===== config.mk =====
export PLATFORM = sky130hd
export DESIGN_NAME = emi_ctrl
export DESIGN_NICKNAME = d
export VERILOG_FILES = /design/src/emi_pkg.sv /design/src/emi_clkgen.sv /design/src/emi_ctrl.sv
export SDC_FILE = /design/constraint.sdc
export NUM_CORES = 1
export LEC_CHECK = 0
export ABC_CLOCK_PERIOD_IN_PS = 6500
export BUFFER_PORTS_ARGS = -buffer_cell sky130_fd_sc_hd__clkbuf_2
export CAP_MARGIN = 0
export CORE_MARGIN = 10
export CORE_UTILIZATION = 54
export CTS_CLUSTER_DIAMETER = 120
export CTS_CLUSTER_SIZE = 8
export DETAILED_ROUTE_END_ITERATION = 10
export PLACE_DENSITY_LB_ADDON = 0.12
export SETUP_SLACK_MARGIN = 0.4
export SLEW_MARGIN = 0
export SYNTH_ARGS = -nofsm -noshare
export SYNTH_HDL_FRONTEND = slang
export SYNTH_SLANG_ARGS = --single-unit

===== constraint.sdc =====
create_clock -name core_clk -period 6.5 [get_ports core_clk]
set_clock_uncertainty 0.2 [all_clocks]
set_input_delay 0.325 -clock core_clk [delete_from_list [all_inputs] [get_ports core_clk]]
set_output_delay 0.325 -clock core_clk [all_outputs]
set_load 0.005 [all_outputs]

===== src/emi_pkg.sv =====
// Shared constants, types and register map of the wide memory interface control block
package emi_pkg;

   // Register port geometry
   localparam int unsigned ADDR_W = 8;
   localparam int unsigned DATA_W = 32;

   // Register offsets (byte addresses)
   localparam logic [7:0] REG_CTRL = 8'h00;
   localparam logic [7:0] REG_CFG  = 8'h04;
   localparam logic [7:0] REG_STAT = 8'h08;

   // Control register fields
   localparam int unsigned CTRL_DIV_LSB = 0;   // 2 bits: output clock 2 divide select
   localparam int unsigned CTRL_SR_BIT  = 2;   // SDRAM self-refresh request
   localparam int unsigned CTRL_GP_BIT  = 3;   // Clock-enable pin value when no SDRAM

   // Space configuration fields
   localparam int unsigned CFG_TYPE_LSB = 0;   // 2 bits per space, spaces 0..3
   localparam int unsigned CFG_ROLE_LSB = 8;   // 1 bit per space: strobe_role_select

   // Status register fields
   localparam int unsigned STAT_SRC_LSB   = 0; // 2 bits: selected clock source
   localparam int unsigned STAT_GRANT_BIT = 2;
   localparam int unsigned STAT_BUSY_BIT  = 3;
   localparam int unsigned STAT_PEND_BIT  = 4;
   localparam int unsigned STAT_CKE_BIT   = 5;

   // Reset values
   localparam logic [3:0]  CTRL_RST = 4'h0;
   localparam logic [11:0] CFG_RST  = 12'h000;

   // Timing counts, in interface clock ticks
   localparam logic [1:0] SETUP_TICKS  = 2'h1;
   localparam logic [1:0] STROBE_TICKS = 2'h2;

   // Core clock half periods for the divided sources
   localparam logic [1:0] HALF_DIV4 = 2'h2;
   localparam logic [1:0] HALF_DIV6 = 2'h3;

   // Interface clock source
   typedef enum logic [1:0] {
      EMI_SRC_EXT,
      EMI_SRC_DIV4,
      EMI_SRC_DIV6
   } emi_src_t;

   // Output clock 2 divide factor
   typedef enum logic [1:0] {
      EMI_DIV1,
      EMI_DIV2,
      EMI_DIV4
   } emi_div_t;

   // Memory type of a chip-enable space
   typedef enum logic [1:0] {
      EMI_MEM_ASYNC,
      EMI_MEM_SDRAM,
      EMI_MEM_SYNC,
      EMI_MEM_NONE
   } emi_mem_t;

   // External control pins, all strobes active low
   typedef struct packed {
      logic [3:0] ce_n;        // Chip enables, space 3 down to 0
      logic       rd_n;        // Read / column strobe / address strobe pin
      logic       oe_n;        // shared_output_enable / row strobe pin
      logic       we_n;        // Write strobe pin, all memory types
      logic       fifo_oe_n;   // fifo_space_output_enable
      logic       drive;       // Output enable of all pins above
   } emi_pins_t;

   // Core-side access request
   typedef struct packed {
      logic       valid;       // Held until done
      logic       wr;
      logic [3:0] addr_hi;     // Word-address bits 31..28
   } emi_req_t;

endpackage


===== src/emi_clkgen.sv =====
// Interface clock selection and generation of the two memory output clocks
`timescale 1ns/1ps
module emi_clkgen
   import emi_pkg::*;
(
   input  wire logic     core_clk,
   input  wire logic     reset_n,
   input  wire logic     run,
   input  emi_src_t      src,
   input  emi_div_t      div,
   input  wire logic     iface_clock_in,
   output logic          tick,
   output logic          clk1,
   output logic          clk2
);

   typedef struct packed {
      logic [1:0] cnt;
      logic [1:0] dcnt;
      logic       clk1;
      logic       clk2;
      logic       tick;
   } emi_cg_t;

   emi_cg_t s_q;
   emi_cg_t s_d;
   logic    half;
   logic    rise;

   // Half-period enable from the chosen source
   always_comb begin
      s_d  = s_q;
      half = 1'b0;
      if (run) begin
         if (src == EMI_SRC_EXT) begin
            half = (iface_clock_in != s_q.clk1);   // RL2
         end else begin
            half = (s_q.cnt == ((src == EMI_SRC_DIV4) ? HALF_DIV4 : HALF_DIV6) - 2'h1); // RL1
            s_d.cnt = half ? 2'h0 : s_q.cnt + 2'h1;
         end
      end
      rise = half && !s_q.clk1;
      // Output clock 1 follows the interface clock with no division
      if (half) begin
         s_d.clk1 = !s_q.clk1;   // RL4
      end
      if (rise) begin
         s_d.dcnt = s_q.dcnt + 2'h1;
      end
      // Output clock 2 at interface rate divided by 1, 2 or 4
      case (div)
         EMI_DIV2: s_d.clk2 = s_d.dcnt[0];   // RL3
         EMI_DIV4: s_d.clk2 = s_d.dcnt[1];   // RL3
         default:  s_d.clk2 = s_d.clk1;      // RL3
      endcase
      s_d.tick = rise;
   end

   // Single state register
   always_ff @(posedge core_clk or negedge reset_n) begin
      if (!reset_n) begin
         s_q <= '0;
      end else begin
         s_q <= s_d;
      end
   end

   assign tick = s_q.tick;
   assign clk1 = s_q.clk1;
   assign clk2 = s_q.clk2;

endmodule


===== src/emi_ctrl.sv =====
// Control side of the wide memory interface: clocks, arbitration and shared strobes
//
// Operation
// RL1: The interface clock comes from the external pin, core/4 or core/6, chosen by straps at reset.
// RL2: Straps that select nothing else leave the external clock pin as the source.
// RL3: Output clock 2 runs at the interface clock divided by a programmed one, two or four.
// RL4: Output clock 1 runs at the interface clock rate with no division.
// RL5: On a synchronous space the read pin is an address strobe when role select is 0, else a read enable.
// RL6: The read pin serves as async read enable, SDRAM column strobe or synchronous strobe by space type.
// RL7: The output-enable pin serves as async output enable, SDRAM row strobe or synchronous output enable.
// RL8: The write pin is the write enable for async, SDRAM and synchronous spaces alike.
// RL9: An SDRAM clock-enable output exists and is dropped to put SDRAM into self-refresh.
// RL10: With no SDRAM configured the clock-enable pin is a software-driven general output.
// RL11: A separate synchronous output enable follows chip-enable space 3 for a glueless FIFO.
// RL12: An async access holds its strobe until the memory ready input is seen high.
// RL13: A host that wants the bus raises the hold request input.
// RL14: An accepted hold request is answered by raising the hold grant output.
// RL15: The bus request output shows that an external access is pending.
// RL16: At most one of four chip enables is active in an access, decoded from word-address bits 31..28.
// RL17: While the grant stands, the pins float and no new access starts until the request drops.
//
// The implementer's own choices: the register addresses and the address-and-strobe port.
`timescale 1ns/1ps
module emi_ctrl
   import emi_pkg::*;
(
   input  wire logic              core_clk,
   input  wire logic              reset_n,
   input  wire logic [1:0]        clock_source_straps,
   input  wire logic              iface_clock_in,
   input  wire logic [ADDR_W-1:0] reg_addr,
   input  wire logic [DATA_W-1:0] reg_wdata,
   input  wire logic              reg_wr,
   input  wire logic              reg_rd,
   output logic [DATA_W-1:0]      reg_rdata,
   input  emi_req_t               acc_req,
   output logic                   acc_done,
   input  wire logic              async_wait_ready_in,
   input  wire logic              host_bus_claim_in,
   output logic                   hold_grant_out,
   output logic                   pending_access_flag_out,
   output emi_pins_t              mem_pins,
   output logic                   sdram_clk_enable,
   output logic                   full_rate_mem_clock_out,
   output logic                   divided_mem_clock_out
);

   typedef enum logic [1:0] {
      ST_IDLE,
      ST_SETUP,
      ST_STROBE
   } emi_st_t;

   typedef struct packed {
      emi_st_t          st;
      logic [1:0]       cnt;
      logic [1:0]       space;
      logic             wr;
      emi_mem_t         mtype;
      logic             role;
      logic             strap_ok;
      emi_src_t         src;
      logic [3:0]       ctrl;
      logic [11:0]      cfg;
      logic             grant;
      logic             pend;
      logic             done;
      logic             cke;
      emi_pins_t        pins;
      logic [DATA_W-1:0] rdata;
   } emi_state_t;

   emi_state_t s_q;
   emi_state_t s_d;
   logic       tick;
   logic       clk1;
   logic       clk2;

   // Strap decode; unused codes fall back to the external pin
   function automatic emi_src_t strap_src(input logic [1:0] st);
      case (st)
         2'h1:    strap_src = EMI_SRC_DIV4;   // RL1
         2'h2:    strap_src = EMI_SRC_DIV6;   // RL1
         default: strap_src = EMI_SRC_EXT;    // RL2
      endcase
   endfunction

   // Memory type of one space from the configuration word
   function automatic emi_mem_t space_type(input logic [11:0] cfg, input logic [1:0] sp);
      space_type = emi_mem_t'(cfg[CFG_TYPE_LSB + 2*sp +: 2]);
   endfunction

   // Any space configured as SDRAM
   function automatic logic sdram_present(input logic [11:0] cfg);
      logic hit;
      hit = 1'b0;
      for (int i = 0; i < 4; i++) begin
         hit = hit | (space_type(cfg, 2'(i)) == EMI_MEM_SDRAM);
      end
      sdram_present = hit;
   endfunction

   emi_clkgen u_clkgen (
      .core_clk       (core_clk),
      .reset_n        (reset_n),
      .run            (s_q.strap_ok),
      .src            (s_q.src),
      .div            (emi_div_t'(s_q.ctrl[CTRL_DIV_LSB +: 2])),
      .iface_clock_in (iface_clock_in),
      .tick           (tick),
      .clk1           (clk1),
      .clk2           (clk2)
   );

   // Next-state logic for the whole block
   always_comb begin
      logic first;
      logic rd_acc;
      first  = 1'b0;
      rd_acc = 1'b0;
      s_d       = s_q;
      s_d.done  = 1'b0;
      s_d.rdata = '0;

      // Straps are caught on the first edge after reset release
      if (!s_q.strap_ok) begin
         s_d.strap_ok = 1'b1;
         s_d.src      = strap_src(clock_source_straps);   // RL1
      end

      // Register writes; reads answer in the next cycle, unmapped as zero
      if (reg_wr && reg_addr == REG_CTRL) begin
         s_d.ctrl = reg_wdata[3:0];
      end
      if (reg_wr && reg_addr == REG_CFG) begin
         s_d.cfg = reg_wdata[11:0];
      end
      if (reg_rd) begin
         case (reg_addr)
            REG_CTRL: s_d.rdata = {28'h0, s_q.ctrl};
            REG_CFG:  s_d.rdata = {20'h0, s_q.cfg};
            REG_STAT: begin
               s_d.rdata[STAT_SRC_LSB +: 2] = s_q.src;
               s_d.rdata[STAT_GRANT_BIT]    = s_q.grant;
               s_d.rdata[STAT_BUSY_BIT]     = (s_q.st != ST_IDLE);
               s_d.rdata[STAT_PEND_BIT]     = s_q.pend;
               s_d.rdata[STAT_CKE_BIT]      = s_q.cke;
            end
            default: s_d.rdata = '0;
         endcase
      end

      // Hold arbitration; a running access finishes before the grant
      if (s_q.grant) begin
         if (!host_bus_claim_in) begin
            s_d.grant = 1'b0;   // RL17
         end
      end else if (host_bus_claim_in && s_q.st == ST_IDLE) begin
         s_d.grant = 1'b1;      // RL14
      end

      // Access sequencer, advanced on interface clock rising ticks
      case (s_q.st)
         ST_IDLE: begin
            if (tick && acc_req.valid && !s_q.done && !s_q.grant && !host_bus_claim_in) begin // RL17
               s_d.wr    = acc_req.wr;
               s_d.space = acc_req.addr_hi[1:0];
               s_d.mtype = space_type(s_q.cfg, acc_req.addr_hi[1:0]);
               s_d.role  = s_q.cfg[CFG_ROLE_LSB + 32'(acc_req.addr_hi[1:0])];
               // Only 8..b of the top nibble map to a space
               if (acc_req.addr_hi[3:2] != 2'h2 || s_d.mtype == EMI_MEM_NONE) begin
                  s_d.done = 1'b1;
               end else begin
                  s_d.st  = ST_SETUP;
                  s_d.cnt = SETUP_TICKS - 2'h1;
               end
            end
         end
         ST_SETUP: begin
            if (tick) begin
               if (s_q.cnt == 2'h0) begin
                  s_d.st  = ST_STROBE;
                  s_d.cnt = STROBE_TICKS - 2'h1;
               end else begin
                  s_d.cnt = s_q.cnt - 2'h1;
               end
            end
         end
         ST_STROBE: begin
            if (tick) begin
               if (s_q.cnt != 2'h0) begin
                  s_d.cnt = s_q.cnt - 2'h1;
               end else if (s_q.mtype == EMI_MEM_ASYNC && !async_wait_ready_in) begin
                  s_d.st = ST_STROBE;   // RL12
               end else begin
                  s_d.st   = ST_IDLE;
                  s_d.done = 1'b1;
               end
            end
         end
         default: s_d.st = ST_IDLE;
      endcase

      // Pending access shown to outside arbitration
      s_d.pend = acc_req.valid && !s_d.done && !s_q.done;   // RL15

      // Clock enable: self-refresh with SDRAM, else a plain output
      if (sdram_present(s_d.cfg)) begin
         s_d.cke = !s_d.ctrl[CTRL_SR_BIT];   // RL9
      end else begin
         s_d.cke = s_d.ctrl[CTRL_GP_BIT];    // RL10
      end

      // Pin values registered from the next state so pins come from flops
      first  = (s_d.st == ST_STROBE) && (s_d.cnt == STROBE_TICKS - 2'h1);
      rd_acc = !s_d.wr;
      s_d.pins.drive     = !s_d.grant;   // RL17
      s_d.pins.ce_n      = 4'hf;
      s_d.pins.rd_n      = 1'b1;
      s_d.pins.oe_n      = 1'b1;
      s_d.pins.we_n      = 1'b1;
      s_d.pins.fifo_oe_n = 1'b1;
      if (s_d.st != ST_IDLE) begin
         s_d.pins.ce_n[s_d.space] = 1'b0;   // RL16
      end
      if (s_d.st == ST_STROBE) begin
         s_d.pins.we_n = !s_d.wr;           // RL8
      end
      case (s_d.mtype)
         EMI_MEM_ASYNC: begin
            s_d.pins.rd_n = !(rd_acc && s_d.st == ST_STROBE);   // RL6
            s_d.pins.oe_n = !(rd_acc && s_d.st != ST_IDLE);     // RL7
         end
         EMI_MEM_SDRAM: begin
            s_d.pins.oe_n = !(s_d.st == ST_SETUP);              // RL7
            s_d.pins.rd_n = !first;                             // RL6
         end
         EMI_MEM_SYNC: begin
            if (s_d.role) begin
               s_d.pins.rd_n = !(rd_acc && s_d.st == ST_STROBE);   // RL5
            end else begin
               s_d.pins.rd_n = !first;                             // RL5
            end
            s_d.pins.oe_n      = !(rd_acc && s_d.st == ST_STROBE); // RL7
            s_d.pins.fifo_oe_n = !(rd_acc && s_d.st == ST_STROBE
                                   && s_d.space == 2'h3);          // RL11
         end
         default: s_d.pins.rd_n = 1'b1;
      endcase
   end

   // Single state register; pins idle high and driven out of reset
   always_ff @(posedge core_clk or negedge reset_n) begin
      if (!reset_n) begin
         s_q       <= '0;
         s_q.ctrl  <= CTRL_RST;
         s_q.cfg   <= CFG_RST;
         s_q.pins  <= '{ce_n: 4'hf, rd_n: 1'b1, oe_n: 1'b1, we_n: 1'b1,
                        fifo_oe_n: 1'b1, drive: 1'b1};
         s_q.st    <= ST_IDLE;
         s_q.src   <= EMI_SRC_EXT;
         s_q.mtype <= EMI_MEM_ASYNC;
      end else begin
         s_q <= s_d;
      end
   end

   // Outputs straight from flip-flops
   assign reg_rdata               = s_q.rdata;
   assign acc_done                = s_q.done;
   assign hold_grant_out          = s_q.grant;
   assign pending_access_flag_out = s_q.pend;
   assign mem_pins                = s_q.pins;
   assign sdram_clk_enable        = s_q.cke;
   assign full_rate_mem_clock_out = clk1;
   assign divided_mem_clock_out   = clk2;
endmodule


==> impl_metrics.xml, run 1 <==
<?xml version="1.0" encoding="UTF-8"?>
<metrics>
  <group name="drt">
    <metric name="post_drt_via_cell_ratio" unit="">4.988</metric>
    <metric name="drt_first_pass_iters" unit="">4</metric>
    <metric name="ant_nets" unit="">0</metric>
    <metric name="drc" unit="">0</metric>
    <metric name="num_vias" unit="">2030</metric>
    <metric name="drt-initial-drc-count" unit="">93</metric>
    <metric name="wirelength" unit="um">6346</metric>
    <metric name="detail_route.wl_per_cell" unit="um">15.59</metric>
  </group>
  <group name="die">
    <metric name="floorplan.die.height" unit="um">95.10</metric>
    <metric name="die_area" unit="sq um">9043</metric>
    <metric name="initial_utilization" unit="">0.5565</metric>
    <metric name="chipWidth" unit="um">95.10</metric>
    <metric name="ios" unit="">102</metric>
    <metric name="core-area" unit="sq um">5473</metric>
    <metric name="number_of_rows_in_the_core_area" unit="">27</metric>
  </group>
  <group name="timing">
    <metric name="timing.final.ws_setup" unit="ns">3.905</metric>
    <metric name="unrepaired_setup_endpoints_after_global_routing" unit="">no</metric>
    <metric name="slew_at_the_pin_with_the_worst_max_slew_slack" unit="ns">0.7501</metric>
    <metric name="fin_crit" unit="ns">2.595</metric>
    <metric name="setup_viol_count_final" unit="">0</metric>
    <metric name="summed_negative_setup_slack_over_all_endpoints" unit="ns">0</metric>
    <metric name="min_period_over_period" unit="">0.3992</metric>
    <metric name="count_of_final_hold_check_violations" unit="">0</metric>
    <metric name="slew_viol_final" unit="">0</metric>
    <metric name="timing.max_slew.rel_slack" unit="">0.4999</metric>
    <metric name="achievable-frequency" unit="MHz">385.4</metric>
  </group>
  <group name="power_and_ir_drop">
    <metric name="power_density" unit="nW/um^2">311.8</metric>
    <metric name="ir_drop" unit="uV">182.8</metric>
    <metric name="leakagePower" unit="nW">1.760</metric>
  </group>
  <group name="setup_path">
    <metric name="cp_slowest_cell" unit="">sky130_fd_sc_hd__a2111oi_2</metric>
    <metric name="critPathMaxFanout" unit="">4</metric>
    <metric name="path_buf_inv" unit="">2</metric>
    <metric name="crit_path_start_kind" unit="">primary input</metric>
    <metric name="worstPathArrival" unit="ns">2.64</metric>
    <metric name="critPathRequiredTime" unit="ns">6.54</metric>
    <metric name="worstSetupEndpointType" unit="">flip-flop</metric>
    <metric name="worstPathCellList" unit="">dlygate4sd3_1, clkbuf_2, or3b_2, a2111oi_2, a21oi_1, o21ai_0, nand3_1</metric>
    <metric name="timing.critical_path.max_delay_family" unit="">compound AO/OA/AOI/OAI gates</metric>
    <metric name="setup.worst_path.class" unit="">in -&gt; reg</metric>
    <metric name="critPathMaxStageDelay" unit="ns">0.56</metric>
  </group>
  <group name="layout">
    <metric name="fraction_of_layout_instances_using_a_drive_strength_above_1" unit="">0.3284</metric>
    <metric name="insertedDiodeCount" unit="">0</metric>
    <metric name="layoutNonFillerInstCount" unit="">407</metric>
    <metric name="stdcell_area" unit="sq um">3418</metric>
    <metric name="synthToLayoutAreaGrowth" unit="%">12.24</metric>
    <metric name="fillers" unit="">470</metric>
    <metric name="num-nets-final" unit="">388</metric>
  </group>
  <group name="clock_tree">
    <metric name="cts_post_setup_buffers_inserted" unit="">0</metric>
    <metric name="cts-resized-gates" unit="">0</metric>
    <metric name="worstSkewPairLatency" unit="ns">0.34</metric>
    <metric name="clock-root-buffer" unit="">sky130_fd_sc_hd__clkbuf_8</metric>
    <metric name="depth_of_the_cts_h_tree" unit="">3</metric>
    <metric name="buffer_depth_of_the_longest_clock_path" unit="">2</metric>
    <metric name="cts_tree" unit="">yes</metric>
    <metric name="clkSinkCount" unit="">61</metric>
    <metric name="cts_hold_buffers" unit="">2</metric>
    <metric name="worst_setup_hold_path_clk_slew" unit="ns">0.07</metric>
    <metric name="total_clock_buffers_created_by_cts" unit="">9</metric>
  </group>
  <group name="synth">
    <metric name="yosys_warnings" unit="">0</metric>
    <metric name="synthesis.instances" unit="">283</metric>
    <metric name="ys_seq_elements" unit="">61</metric>
    <metric name="synth_enable_flop_cells" unit="">0</metric>
    <metric name="synth_cell_types" unit="">49</metric>
    <metric name="syn_area" unit="sq um">3045</metric>
    <metric name="dominant_synthesized_flop_cell" unit="">sky130_fd_sc_hd__dfrtp_1</metric>
    <metric name="share_of_synthesized_area_occupied_by_flip_flops_and_latches" unit="">0.5049</metric>
    <metric name="synthesis.area_per_instance" unit="sq um">10.76</metric>
    <metric name="asyncSetResetFlopFracSynth" unit="">1.000</metric>
  </group>
  <group name="global_routing">
    <metric name="gr-total-overflow" unit="">0</metric>
    <metric name="first_global_vias" unit="">2115</metric>
    <metric name="grt_antenna_before_repair" unit="">0</metric>
    <metric name="pin_count_of_the_biggest_net_entering_global_routing" unit="">62</metric>
    <metric name="groute.usage.overall" unit="">0.1470</metric>
    <metric name="grt_pass1_wl" unit="um">10250</metric>
  </group>
  <group name="placement">
    <metric name="dpl.cell_count" unit="">389</metric>
    <metric name="place_area" unit="sq um">3173</metric>
    <metric name="place_congestion" unit="">0.8279</metric>
    <metric name="io_buffers" unit="">61</metric>
    <metric name="dpl.hpwl" unit="um">4874</metric>
    <metric name="place_ws" unit="ns">3.857</metric>
  </group>
  <group name="hold_path">
    <metric name="hold_path_class" unit="">in -&gt; reg</metric>
  </group>
  <group name="job">
    <metric name="maxCapViolCount" unit="">0</metric>
  </group>
  <group name="status">
    <metric name="outcome" unit="">finished, final reports clean</metric>
  </group>
</metrics>
cells in the final DEF, fill, tap and decap left out, types with 9 or more instances in the layout:
| cell type | netlist | layout |
|---|---|---|
| sky130_fd_sc_hd__a21oi_1 | 12 | 12 |
| sky130_fd_sc_hd__clkbuf_2 | 0 | 61 |
| sky130_fd_sc_hd__clkbuf_8 | 0 | 11 |
| sky130_fd_sc_hd__conb_1 | 2 | 21 |
| sky130_fd_sc_hd__dfrtp_1 | 52 | 52 |
| sky130_fd_sc_hd__dfstp_2 | 9 | 9 |
| sky130_fd_sc_hd__inv_1 | 18 | 18 |
| sky130_fd_sc_hd__mux2_2 | 10 | 10 |
| sky130_fd_sc_hd__mux2i_1 | 11 | 11 |
| sky130_fd_sc_hd__nand2_1 | 19 | 19 |
| sky130_fd_sc_hd__nor2_1 | 17 | 17 |
| sky130_fd_sc_hd__o21ai_0 | 14 | 14 |
cell families (layout without fill, tap and decap cells):
kind of cell | Yosys count | count (layout) | synth area share
simple gates | 79 | 79 | 0.1401
buf+inv | 65 | 98 | 0.1360
flops | 61 | 61 | 0.5049
compound gates | 44 | 44 | 0.09039
mux | 26 | 26 | 0.1052
fa+ha+maj | 3 | 3 | 0.01233
xor+xnor | 3 | 3 | 0.008629
other cells | 2 | 21 | 0.002466
cells in the mapped netlist (all sizes together) (2+ instances only):
master	count	area (sq um)
a21oi	12	60.06
a221oi	3	26.28
a22oi	2	15.01
a31oi	2	12.51
and2	7	43.79
buf	44	335.3
clkbuf	3	11.26
conb	2	7.510
dfrtp	52	1301
dfstp	9	236.5
ha	3	37.54
inv	18	67.56
mux2	12	142.6
mux2i	11	110.1
mux4	3	67.56
nand2	19	71.32
nand2b	8	50.05
nand3	6	30.03
nor2	17	63.81
nor2b	2	12.51
nor3	2	10.01
nor3b	4	35.03
o21ai	14	70.07
o22ai	3	18.77
or2	3	18.77
or3b	3	26.28
xor2	2	17.52
flip-flops by register name, indices dropped and copies added, names as in the netlist:
| register | flops |
|---|---|
| s_q | 29 |
| reg_rdata | 12 |
| mem_pins | 9 |
| u_clkgen.s_q | 4 |
| acc_done | 1 |
| hold_grant_out | 1 |
| pending_access_flag_out | 1 |
| sdram_clk_enable | 1 |
| u_clkgen.clk1 | 1 |
| u_clkgen.clk2 | 1 |
| u_clkgen.tick | 1 |
power breakdown:
part	internal, W	total (W)	switching (W)	leakage, nW
registers	0.000441	0.000486	0.0000444	0.783
logic	0.0000939	0.000201	0.000107	0.860
clock network	0.000236	0.000380	0.000144	0.116
total	0.000771	0.00107	0.000295	1.76
worst min-delay path, cell delays in order:
cell and delay [ns]:
sky130_fd_sc_hd__clkbuf_2 0.09, sky130_fd_sc_hd__nand2_1 0.04, sky130_fd_sc_hd__o21ai_0 0.06
final timing paths:
check	startpoint	endpoint	slack, ns	cells after the start
max in group asynchronous	reset_n	s_q[53]$_DFFE_PN0P_	5.11	3
max reg2reg	s_q[72]$_DFF_PN0_	mem_pins[6]$_DFF_PN1_	4.00	5
min in group asynchronous	reset_n	u_clkgen.s_q[5]$_DFFE_PN0P_	0.49	3
max	host_bus_claim_in	mem_pins[6]$_DFF_PN1_	3.91	7
min reg2reg	u_clkgen.s_q[4]$_DFF_PN0_	u_clkgen.s_q[4]$_DFF_PN0_	0.28	1
min	reg_wdata[1]	s_q[58]$_DFFE_PN0P_	0.02	3
routing by layer:
| layer | share of wire | GRT usage | wire length, um |
|---|---|---|---|
| met5 | 0 | 0 | 0 |
| met4 | 0.017 | 0.05237 | 105 |
| met3 | 0.068 | 0.05813 | 430 |
| met2 | 0.51 | 0.2409 | 3230 |
| met1 | 0.41 | 0.1713 | 2579 |
through the flow:
| step | power [W] | hold WS [ns] | utilization |
|---|---|---|---|
| floorplan | 0.0006411 | -0.1706 | - |
| global placement | 0.0006871 | 0.2631 | 0.5798 |
| detailed placement | 0.0006939 | 0.2673 | 0.5798 |
| CTS | 0.001074 | 0.01453 | 0.6246 |
| global route | 0.001129 | 0.02016 | 0.6246 |
| finish | 0.001066 | 0.01936 | 0.6246 |
final cells by class:
class / instances / area, sq um / area share
repair buffers: 64 / 332.8 / 0.09736
clock buffers: 12 / 155.1 / 0.04539
multi-input cells: 176 / 1165 / 0.3408
clock inverters: 4 / 70.07 / 0.02050
flip-flops and latches: 61 / 1538 / 0.4499
inverters: 18 / 67.56 / 0.01977
well taps: 72 / 90.09 / 0.02635
Note: power is estimated with default switching activity, not from simulation.
==> run 2: changes to the inputs <==
--- a/config.mk
+++ b/config.mk
@@ -5,11 +5,12 @@
 export SDC_FILE = /design/constraint.sdc
 export NUM_CORES = 1
 export LEC_CHECK = 0
-export ABC_CLOCK_PERIOD_IN_PS = 6500
+export ABC_AREA = 1
+export ABC_CLOCK_PERIOD_IN_PS = 2700
 export BUFFER_PORTS_ARGS = -buffer_cell sky130_fd_sc_hd__clkbuf_2
 export CAP_MARGIN = 0
 export CORE_MARGIN = 10
-export CORE_UTILIZATION = 54
+export CORE_UTILIZATION = 51
 export CTS_CLUSTER_DIAMETER = 120
 export CTS_CLUSTER_SIZE = 8
 export DETAILED_ROUTE_END_ITERATION = 10
==> constraint.sdc (replaced) <==
create_clock -name core_clk -period 2.7 [get_ports core_clk]
set_clock_uncertainty 0.2 [all_clocks]
set_input_delay 0.135 -clock core_clk [delete_from_list [all_inputs] [get_ports core_clk]]
set_output_delay 0.135 -clock core_clk [all_outputs]
set_load 0.005 [all_outputs]
==> run 2 against run 1 <==
Compared with the run above: via count grew 23%; wire length grew 8.4%; clock power grew to 2.5 times the previous value; critical path depth grew 3; final area grew 14%; synthesized cell count grew 35%; sequential share of layout area shrank 5.4 points; critical path type is now reg -> reg.
==> impl_metrics.xml, run 2 <==
<?xml version="1.0" encoding="UTF-8"?>
<metrics>
  <group name="synth">
    <metric name="synthesis.instances" unit="">382</metric>
    <metric name="synth_cell_count_leaders" unit="">89 x sky130_fd_sc_hd__nand2_1, 56 x sky130_fd_sc_hd__inv_1, 52 x sky130_fd_sc_hd__dfrtp_1, 43 x sky130_fd_sc_hd__buf_4, 24 x sky130_fd_sc_hd__nor2_1</metric>
    <metric name="asyncSetResetFlopFracSynth" unit="">1.000</metric>
    <metric name="dominant_synthesized_flop_cell" unit="">sky130_fd_sc_hd__dfrtp_1</metric>
    <metric name="synthesis.area_per_instance" unit="sq um">8.539</metric>
    <metric name="synth_top_area_frac" unit="">0.3989</metric>
    <metric name="synth.area.top_cells" unit="">sky130_fd_sc_hd__dfrtp_1 40%, sky130_fd_sc_hd__nand2_1 10%, sky130_fd_sc_hd__buf_4 9.9%</metric>
    <metric name="synth_enable_flop_cells" unit="">0</metric>
    <metric name="syn_area" unit="sq um">3262</metric>
    <metric name="share_of_synthesized_area_occupied_by_flip_flops_and_latches" unit="">0.4714</metric>
    <metric name="post-synth-top-count-cell" unit="">sky130_fd_sc_hd__nand2_1</metric>
    <metric name="yosys_warnings" unit="">0</metric>
    <metric name="synth_cell_types" unit="">36</metric>
    <metric name="ys_seq_elements" unit="">61</metric>
    <metric name="synth_area_leader_cell" unit="">sky130_fd_sc_hd__dfrtp_1</metric>
  </group>
  <group name="clock_tree">
    <metric name="clkSinkCount" unit="">61</metric>
    <metric name="cts_tree" unit="">yes</metric>
    <metric name="buffer_depth_of_the_longest_clock_path" unit="">2</metric>
    <metric name="worstSkewPairLatency" unit="ns">0.33</metric>
    <metric name="worst_setup_hold_path_clk_slew" unit="ns">0.07</metric>
    <metric name="total_clock_buffers_created_by_cts" unit="">9</metric>
    <metric name="depth_of_the_cts_h_tree" unit="">3</metric>
    <metric name="clock-root-buffer" unit="">sky130_fd_sc_hd__clkbuf_8</metric>
  </group>
  <group name="drt">
    <metric name="post_drt_via_cell_ratio" unit="">4.650</metric>
    <metric name="maxUsedRoutingLayer" unit="">met4</metric>
    <metric name="routed_met3_length" unit="um">418</metric>
    <metric name="num_vias" unit="">2488</metric>
    <metric name="ant_nets" unit="">0</metric>
    <metric name="wirelength" unit="um">6876</metric>
    <metric name="met2_wirelength" unit="um">3485</metric>
    <metric name="detail_route.wl_per_cell" unit="um">12.85</metric>
    <metric name="drc" unit="">0</metric>
    <metric name="drt-initial-drc-count" unit="">102</metric>
    <metric name="drt_first_pass_iters" unit="">4</metric>
    <metric name="wl_met1" unit="um">2859</metric>
  </group>
  <group name="global_routing">
    <metric name="pin_count_of_the_biggest_net_entering_global_routing" unit="">34</metric>
    <metric name="gr-total-overflow" unit="">0</metric>
    <metric name="grt_antenna_before_repair" unit="">0</metric>
    <metric name="groute.usage.overall" unit="">0.1413</metric>
    <metric name="grt_pass1_wl" unit="um">11560</metric>
    <metric name="first_global_vias" unit="">2610</metric>
  </group>
  <group name="die">
    <metric name="chipWidth" unit="um">99.98</metric>
    <metric name="ios" unit="">102</metric>
    <metric name="die_area" unit="sq um">9995</metric>
    <metric name="floorplan.die.height" unit="um">99.98</metric>
    <metric name="core-area" unit="sq um">6277</metric>
    <metric name="initial_utilization" unit="">0.5196</metric>
    <metric name="number_of_rows_in_the_core_area" unit="">29</metric>
  </group>
  <group name="job">
    <metric name="maxCapViolCount" unit="">0</metric>
  </group>
  <group name="placement">
    <metric name="place_congestion" unit="">0.8396</metric>
    <metric name="dpl.hpwl" unit="um">5260</metric>
    <metric name="io_buffers" unit="">61</metric>
  </group>
  <group name="setup_path">
    <metric name="critPathMaxFanout" unit="">4</metric>
    <metric name="worstSetupEndpointType" unit="">flip-flop</metric>
    <metric name="startpoint" unit="">s_q[62]$_DFFE_PN0N_</metric>
    <metric name="crit_path_start_kind" unit="">flip-flop</metric>
    <metric name="worstPathArrival" unit="ns">2.15</metric>
    <metric name="r2r_start" unit="">s_q[62]$_DFFE_PN0N_</metric>
    <metric name="setup.worst_path.class" unit="">reg -&gt; reg</metric>
    <metric name="critPathRequiredTime" unit="ns">2.71</metric>
  </group>
  <group name="timing">
    <metric name="min_period_over_period" unit="">0.7897</metric>
    <metric name="timing.max_slew.rel_slack" unit="">0.5187</metric>
    <metric name="slew_at_the_pin_with_the_worst_max_slew_slack" unit="ns">0.7220</metric>
    <metric name="count_of_final_hold_check_violations" unit="">0</metric>
    <metric name="setup_viol_count_final" unit="">0</metric>
    <metric name="unrepaired_setup_endpoints_after_global_routing" unit="">no</metric>
    <metric name="slew_viol_final" unit="">0</metric>
    <metric name="summed_negative_setup_slack_over_all_endpoints" unit="ns">0</metric>
    <metric name="fin_crit" unit="ns">2.132</metric>
    <metric name="achievable-frequency" unit="MHz">469.0</metric>
  </group>
  <group name="layout">
    <metric name="layout_commonest_cell" unit="">sky130_fd_sc_hd__nand2_1</metric>
    <metric name="most-common-layout-cells" unit="">89 x sky130_fd_sc_hd__nand2_1, 61 x sky130_fd_sc_hd__clkbuf_2, 56 x sky130_fd_sc_hd__inv_1, 52 x sky130_fd_sc_hd__dfrtp_1, 24 x sky130_fd_sc_hd__nor2_1</metric>
    <metric name="fraction_of_layout_instances_using_a_drive_strength_above_1" unit="">0.2773</metric>
    <metric name="largest_register_ffs" unit="">29</metric>
    <metric name="synthToLayoutAreaGrowth" unit="%">19.10</metric>
    <metric name="insertedDiodeCount" unit="">0</metric>
    <metric name="fillers" unit="">562</metric>
    <metric name="finalCoreUtilization" unit="">0.6189</metric>
    <metric name="num-nets-final" unit="">511</metric>
    <metric name="regMostFlops" unit="">s_q</metric>
  </group>
  <group name="hold_path">
    <metric name="hold_path_class" unit="">in -&gt; reg</metric>
    <metric name="min_from" unit="">reg_wr</metric>
  </group>
  <group name="power_and_ir_drop">
    <metric name="ir_drop" unit="uV">389.8</metric>
    <metric name="power_density" unit="nW/um^2">727.5</metric>
    <metric name="total_power" unit="W">0.002826</metric>
    <metric name="leakagePower" unit="nW">2.059</metric>
  </group>
  <group name="status">
    <metric name="outcome" unit="">finished, final reports clean</metric>
  </group>
</metrics>
## run 2: cell count changes in the layout (fill, tap and decap cells not counted), moves of 6 or more
cell                            before  now
sky130_fd_sc_hd__and2_1              7    0
sky130_fd_sc_hd__nor2_1             17   24
sky130_fd_sc_hd__nand2_1            19   89
sky130_fd_sc_hd__inv_1              18   56
sky130_fd_sc_hd__dlygate4sd3_1       2   23
sky130_fd_sc_hd__nand2b_1            8    0
sky130_fd_sc_hd__mux2i_1            11    0
sky130_fd_sc_hd__nand2_2             0   11
sky130_fd_sc_hd__nand3_1             6   20
sky130_fd_sc_hd__mux2_2             10    0
sky130_fd_sc_hd__inv_2               0    8
sky130_fd_sc_hd__a21oi_1            12    6
## run 2: layout make-up
class	count	area (sq um)	share of cell area
flip-flops and latches	61	1538	0.3958
repair buffers	85	555.5	0.1430
well taps	77	96.34	0.02480
multi-input cells	230	1211	0.3118
inverters	66	252.7	0.06506
clock inverters	5	100.1	0.02576
clock buffers	11	131.4	0.03382
## run 2: worst max-delay path: stages, from the launching register on
cell and delay (ns):
sky130_fd_sc_hd__dfrtp_1 0.42, sky130_fd_sc_hd__inv_1 0.07, sky130_fd_sc_hd__nand2_1 0.08, sky130_fd_sc_hd__nor3_1 0.19
sky130_fd_sc_hd__a21oi_1 0.10, sky130_fd_sc_hd__o21ai_0 0.19, sky130_fd_sc_hd__ha_2 0.23, sky130_fd_sc_hd__nand2_1 0.07
sky130_fd_sc_hd__xnor2_1 0.14, sky130_fd_sc_hd__a221oi_1 0.26, sky130_fd_sc_hd__a21oi_1 0.08
## run 2: layer usage
layer  global-route usage  vias to the layer above
met5                    0                        -
li1                     -                     1264
met1               0.1597                     1160
met4              0.06196                        0
met3              0.04396                       11
met2               0.2399                       53
## run 2: power by group
group	switching (W)	leakage, nW	internal [W]
Combinational	0.000403	1.21	0.000266
Clock	0.000351	0.117	0.000611
Sequential	0.000101	0.732	0.00109
## run 2: cell families after synthesis
family,count (synthesis),synth area share
AO/OA/AOI/OAI,37,0.07480
AND/OR/NAND/NOR,166,0.2520
adder cells (fa/ha/maj),3,0.01151
flip-flops,61,0.4714
XOR/XNOR,3,0.008057
buffers and inverters,110,0.1799
other,2,0.002302
## run 2: worst paths after layout
path	end	slack, ns	cells past startpoint
min in group asynchronous	reg_rdata[0]$_DFF_PN0_	0.20	2
hold reg to reg	u_clkgen.s_q[4]$_DFF_PN0_	0.27	1
setup / recovery	u_clkgen.clk2$_DFF_PN0_	0.57	10
max in group asynchronous	mem_pins[7]$_DFF_PN1_	1.41	3
hold / removal	s_q[51]$_DFF_PN0_	0.01	3
setup reg to reg	u_clkgen.clk2$_DFF_PN0_	0.57	10
## run 2: repair_timing
item | 4_1_cts | 5_1_grt
hold endpoints to repair | 59 | 0
gates resized for setup | 0 | 1
buffers inserted | 0 | 0
endpoints found under the setup margin | 0 | 1
hold buffers | 23 | 0
## run 2: through the flow
stage / instances / setup slack, ns / hold WS, ns / cell area, sq um
after global routing: 535 / 0.4187 / 0.02649 / 3885
after detailed placement: 496 / 0.6059 / 0.02684 / 3421
after CTS: 535 / 0.5234 / 0.001762 / 3882
after floorplan: 401 / 0.8808 / -0.3606 / 3333
after global placement: 496 / 0.7204 / 0.02615 / 3421
final: 535 / 0.5679 / 0.01471 / 3885
==> run 3: changes to the inputs <==
--- a/config.mk
+++ b/config.mk
@@ -5,12 +5,12 @@
 export SDC_FILE = /design/constraint.sdc
 export NUM_CORES = 1
 export LEC_CHECK = 0
-export ABC_AREA = 1
-export ABC_CLOCK_PERIOD_IN_PS = 2700
+export ABC_AREA = 0
+export ABC_CLOCK_PERIOD_IN_PS = 1800
 export BUFFER_PORTS_ARGS = -buffer_cell sky130_fd_sc_hd__clkbuf_2
 export CAP_MARGIN = 0
 export CORE_MARGIN = 10
-export CORE_UTILIZATION = 51
+export CORE_UTILIZATION = 45
 export CTS_CLUSTER_DIAMETER = 120
 export CTS_CLUSTER_SIZE = 8
 export DETAILED_ROUTE_END_ITERATION = 10
==> constraint.sdc (replaced) <==
create_clock -name core_clk -period 1.8 [get_ports core_clk]
set_clock_uncertainty 0.2 [all_clocks]
set_input_delay 0.09 -clock core_clk [delete_from_list [all_inputs] [get_ports core_clk]]
set_output_delay 0.09 -clock core_clk [all_outputs]
set_load 0.005 [all_outputs]
==> run 3 against run 2 <==
Compared with the run above: the flow now finishes with violations (negative hold slack, negative setup slack); setup slack worse by 0.99 ns; global-route usage up 0.73 points; power up 57%; utilization up 5.0 points; final cell count down 9.3%; final area up 11%; wire length up 9.7%; sequential power up 45%; first-iteration DRC count down 45%; sequential cell count unchanged.
==> impl_metrics.xml, run 3 (same netlist as run 1, synthesis figures left out) <==
<?xml version="1.0" encoding="UTF-8"?>
<metrics>
  <group name="clock_tree">
    <metric name="worst_setup_hold_path_clk_slew" unit="ns">0.07</metric>
    <metric name="total_clock_buffers_created_by_cts" unit="">9</metric>
    <metric name="worstSkewPairLatency" unit="ns">0.34</metric>
    <metric name="buffer_depth_of_the_longest_clock_path" unit="">2</metric>
    <metric name="clkSinkCount" unit="">61</metric>
    <metric name="cts_tree" unit="">yes</metric>
    <metric name="clock-root-buffer" unit="">sky130_fd_sc_hd__clkbuf_8</metric>
    <metric name="depth_of_the_cts_h_tree" unit="">3</metric>
  </group>
  <group name="power_and_ir_drop">
    <metric name="power_density" unit="nW/um^2">1031</metric>
    <metric name="ir_drop" unit="uV">825.9</metric>
    <metric name="leakagePower" unit="nW">2.150</metric>
  </group>
  <group name="setup_path">
    <metric name="worstPathCellList" unit="">or4b_4, or2_4, mux2_4, nor3b_1, a211oi_1</metric>
    <metric name="cp_slowest_cell" unit="">sky130_fd_sc_hd__or4b_4</metric>
    <metric name="r2r_start" unit="">s_q[72]$_DFF_PN0_</metric>
    <metric name="r2r_slack" unit="ns">-0.42</metric>
    <metric name="setup.worst_path.class" unit="">reg -&gt; reg</metric>
    <metric name="critPathRequiredTime" unit="ns">1.84</metric>
    <metric name="worstPathArrival" unit="ns">2.27</metric>
    <metric name="critPathMaxStageDelay" unit="ns">0.53</metric>
    <metric name="crit_path_start_kind" unit="">flip-flop</metric>
    <metric name="worstSetupEndpointType" unit="">flip-flop</metric>
    <metric name="regToRegEndpoint" unit="">mem_pins[4]$_DFF_PN1_</metric>
    <metric name="timing.reg2reg.worst_path_depth" unit="">5</metric>
    <metric name="critPathMaxFanout" unit="">5</metric>
  </group>
  <group name="timing">
    <metric name="min_period_over_period" unit="">1.235</metric>
    <metric name="count_of_final_hold_check_violations" unit="">1</metric>
    <metric name="fin_crit" unit="ns">2.223</metric>
    <metric name="timing.final.ws_setup" unit="ns">-0.4229</metric>
    <metric name="slew_viol_final" unit="">0</metric>
    <metric name="achievable-frequency" unit="MHz">449.9</metric>
    <metric name="unrepaired_setup_endpoints_after_global_routing" unit="">yes</metric>
    <metric name="setup_viol_count_final" unit="">21</metric>
    <metric name="summed_negative_setup_slack_over_all_endpoints" unit="ns">-4.218</metric>
    <metric name="fin_hold_ws" unit="ns">-0.002731</metric>
  </group>
  <group name="drt">
    <metric name="drt-initial-drc-count" unit="">56</metric>
    <metric name="detail_route.wl_per_cell" unit="um">15.55</metric>
    <metric name="num_vias" unit="">2308</metric>
    <metric name="drt_first_pass_iters" unit="">4</metric>
    <metric name="wirelength" unit="um">7543</metric>
    <metric name="drc" unit="">0</metric>
    <metric name="ant_nets" unit="">0</metric>
    <metric name="post_drt_via_cell_ratio" unit="">4.759</metric>
  </group>
  <group name="layout">
    <metric name="num-nets-final" unit="">461</metric>
    <metric name="fraction_of_layout_instances_using_a_drive_strength_above_1" unit="">0.4853</metric>
    <metric name="regMostFlops" unit="">s_q</metric>
    <metric name="synthToLayoutAreaGrowth" unit="%">41.78</metric>
    <metric name="insertedDiodeCount" unit="">0</metric>
    <metric name="fillers" unit="">502</metric>
    <metric name="largest_register_ffs" unit="">29</metric>
    <metric name="layout_commonest_cell" unit="">sky130_fd_sc_hd__clkbuf_2</metric>
    <metric name="most-common-layout-cells" unit="">61 x sky130_fd_sc_hd__clkbuf_2, 51 x sky130_fd_sc_hd__dfrtp_1, 38 x sky130_fd_sc_hd__buf_4, 24 x sky130_fd_sc_hd__dlygate4sd3_1, 21 x sky130_fd_sc_hd__conb_1</metric>
    <metric name="finalCoreUtilization" unit="">0.6685</metric>
  </group>
  <group name="die">
    <metric name="number_of_rows_in_the_core_area" unit="">29</metric>
    <metric name="floorplan.die.height" unit="um">102.3</metric>
    <metric name="chipWidth" unit="um">102.3</metric>
    <metric name="core-area" unit="sq um">6459</metric>
    <metric name="ios" unit="">102</metric>
    <metric name="initial_utilization" unit="">0.4715</metric>
    <metric name="die_area" unit="sq um">10460</metric>
  </group>
  <group name="placement">
    <metric name="dpl.hpwl" unit="um">5521</metric>
    <metric name="place_congestion" unit="">0.8001</metric>
    <metric name="io_buffers" unit="">61</metric>
  </group>
  <group name="status">
    <metric name="outcome" unit="">finished with violations</metric>
    <metric name="failed_checks" unit="">negative hold slack, negative setup slack</metric>
  </group>
  <group name="hold_path">
    <metric name="min_from" unit="">reg_addr[0]</metric>
    <metric name="worstHoldEndpoint" unit="">reg_rdata[4]$_DFF_PN0_</metric>
    <metric name="timing.hold.worst_path_depth" unit="">4</metric>
    <metric name="hold_path_class" unit="">in -&gt; reg</metric>
  </group>
  <group name="global_routing">
    <metric name="groute.usage.overall" unit="">0.1486</metric>
    <metric name="pin_count_of_the_biggest_net_entering_global_routing" unit="">48</metric>
    <metric name="first_global_vias" unit="">2470</metric>
    <metric name="grt_pass1_wl" unit="um">12030</metric>
    <metric name="grt_antenna_before_repair" unit="">0</metric>
    <metric name="gr-total-overflow" unit="">0</metric>
  </group>
  <group name="job">
    <metric name="maxCapViolCount" unit="">0</metric>
  </group>
</metrics>
-- run 3: cell count changes in the layout (fill, tap and decap cells not counted), moves of 9 or more --
cell                      previous run  this run
sky130_fd_sc_hd__nand2_2            11         2
sky130_fd_sc_hd__nand2_1            89        17
sky130_fd_sc_hd__nor2_1             24        12
sky130_fd_sc_hd__buf_6               0        13
sky130_fd_sc_hd__nand3_1            20         5
sky130_fd_sc_hd__mux2_2              0         9
sky130_fd_sc_hd__buf_4               0        38
sky130_fd_sc_hd__inv_1              56        12
-- run 3: worst max path at each step --
stage | startpoint | to | slack (ns) | depth (start not counted)
after floorplan | s_q[72]$_DFF_PN0_ | mem_pins[4]$_DFF_PN1_ | -0.49 | 7
after global placement | s_q[72]$_DFF_PN0_ | mem_pins[4]$_DFF_PN1_ | -0.39 | 5
after detailed placement | s_q[72]$_DFF_PN0_ | mem_pins[4]$_DFF_PN1_ | -0.42 | 5
after CTS | s_q[72]$_DFF_PN0_ | mem_pins[4]$_DFF_PN1_ | -0.36 | 5
after global routing | s_q[72]$_DFF_PN0_ | mem_pins[4]$_DFF_PN1_ | -0.48 | 5
final | s_q[72]$_DFF_PN0_ | mem_pins[4]$_DFF_PN1_ | -0.42 | 5
-- run 3: worst max-delay path, delay by kind of cell (launching register included) --
family | cells | cell delay, ns
muxes | 1 | 0.35
AOI/OAI and AO/OA | 1 | 0.22
DFF | 1 | 0.38
and+or+nand+nor | 3 | 0.97
-- run 3: timing repair --
action,CTS,global route
pin swaps,5,14
setup endpoints to repair,26,28
hold endpoints to repair,85,0
setup buffers,2,5
resized for setup,32,24
hold buffers,24,0
-- run 3: final cells by class --
| class | count | area (sq um) | area share |
|---|---|---|---|
| sequential | 61 | 1539 | 0.3564 |
| multi-input combinational | 176 | 1390 | 0.3219 |
| timing repair buffer | 137 | 997.2 | 0.2309 |
| clock buffer | 12 | 155.1 | 0.03593 |
| tap | 77 | 96.34 | 0.02231 |
| clock inverter | 4 | 70.07 | 0.01623 |
| inverter | 18 | 70.07 | 0.01623 |
-- run 3: layer usage --
layer | track usage | share of wire | up-vias
li1 | - | - | 1141
met1 | 0.1769 | 0.42 | 1109
met2 | 0.2459 | 0.52 | 49
met3 | 0.04656 | 0.056 | 9
met4 | 0.05748 | 0.010 | 0
met5 | 0 | 0 | -
-- run 3: report_power, final --
part           leakage [nW]  total, W  switching [W]  internal, W
Clock                 0.116   0.00138       0.000525     0.000851
Sequential            0.782   0.00172       0.000129      0.00159
Combinational          1.25   0.00135       0.000620     0.000734
Total                  2.15   0.00445        0.00127      0.00318
-- run 3: stage by stage --
stage | hold slack [ns] | std cells | instance area (sq um) | setup WS, ns | total power, W
after CTS | 0.0007569 | 480 | 4192 | -0.3573 | 0.004363
after global placement | -0.1666 | 438 | 3570 | -0.3854 | 0.002770
after detailed placement | -0.1606 | 438 | 3570 | -0.4176 | 0.002795
after floorplan | -0.4056 | 302 | 3177 | -0.4866 | 0.002351
final | -0.002731 | 485 | 4318 | -0.4229 | 0.004451
after global routing | 0.02756 | 485 | 4318 | -0.4832 | 0.004687
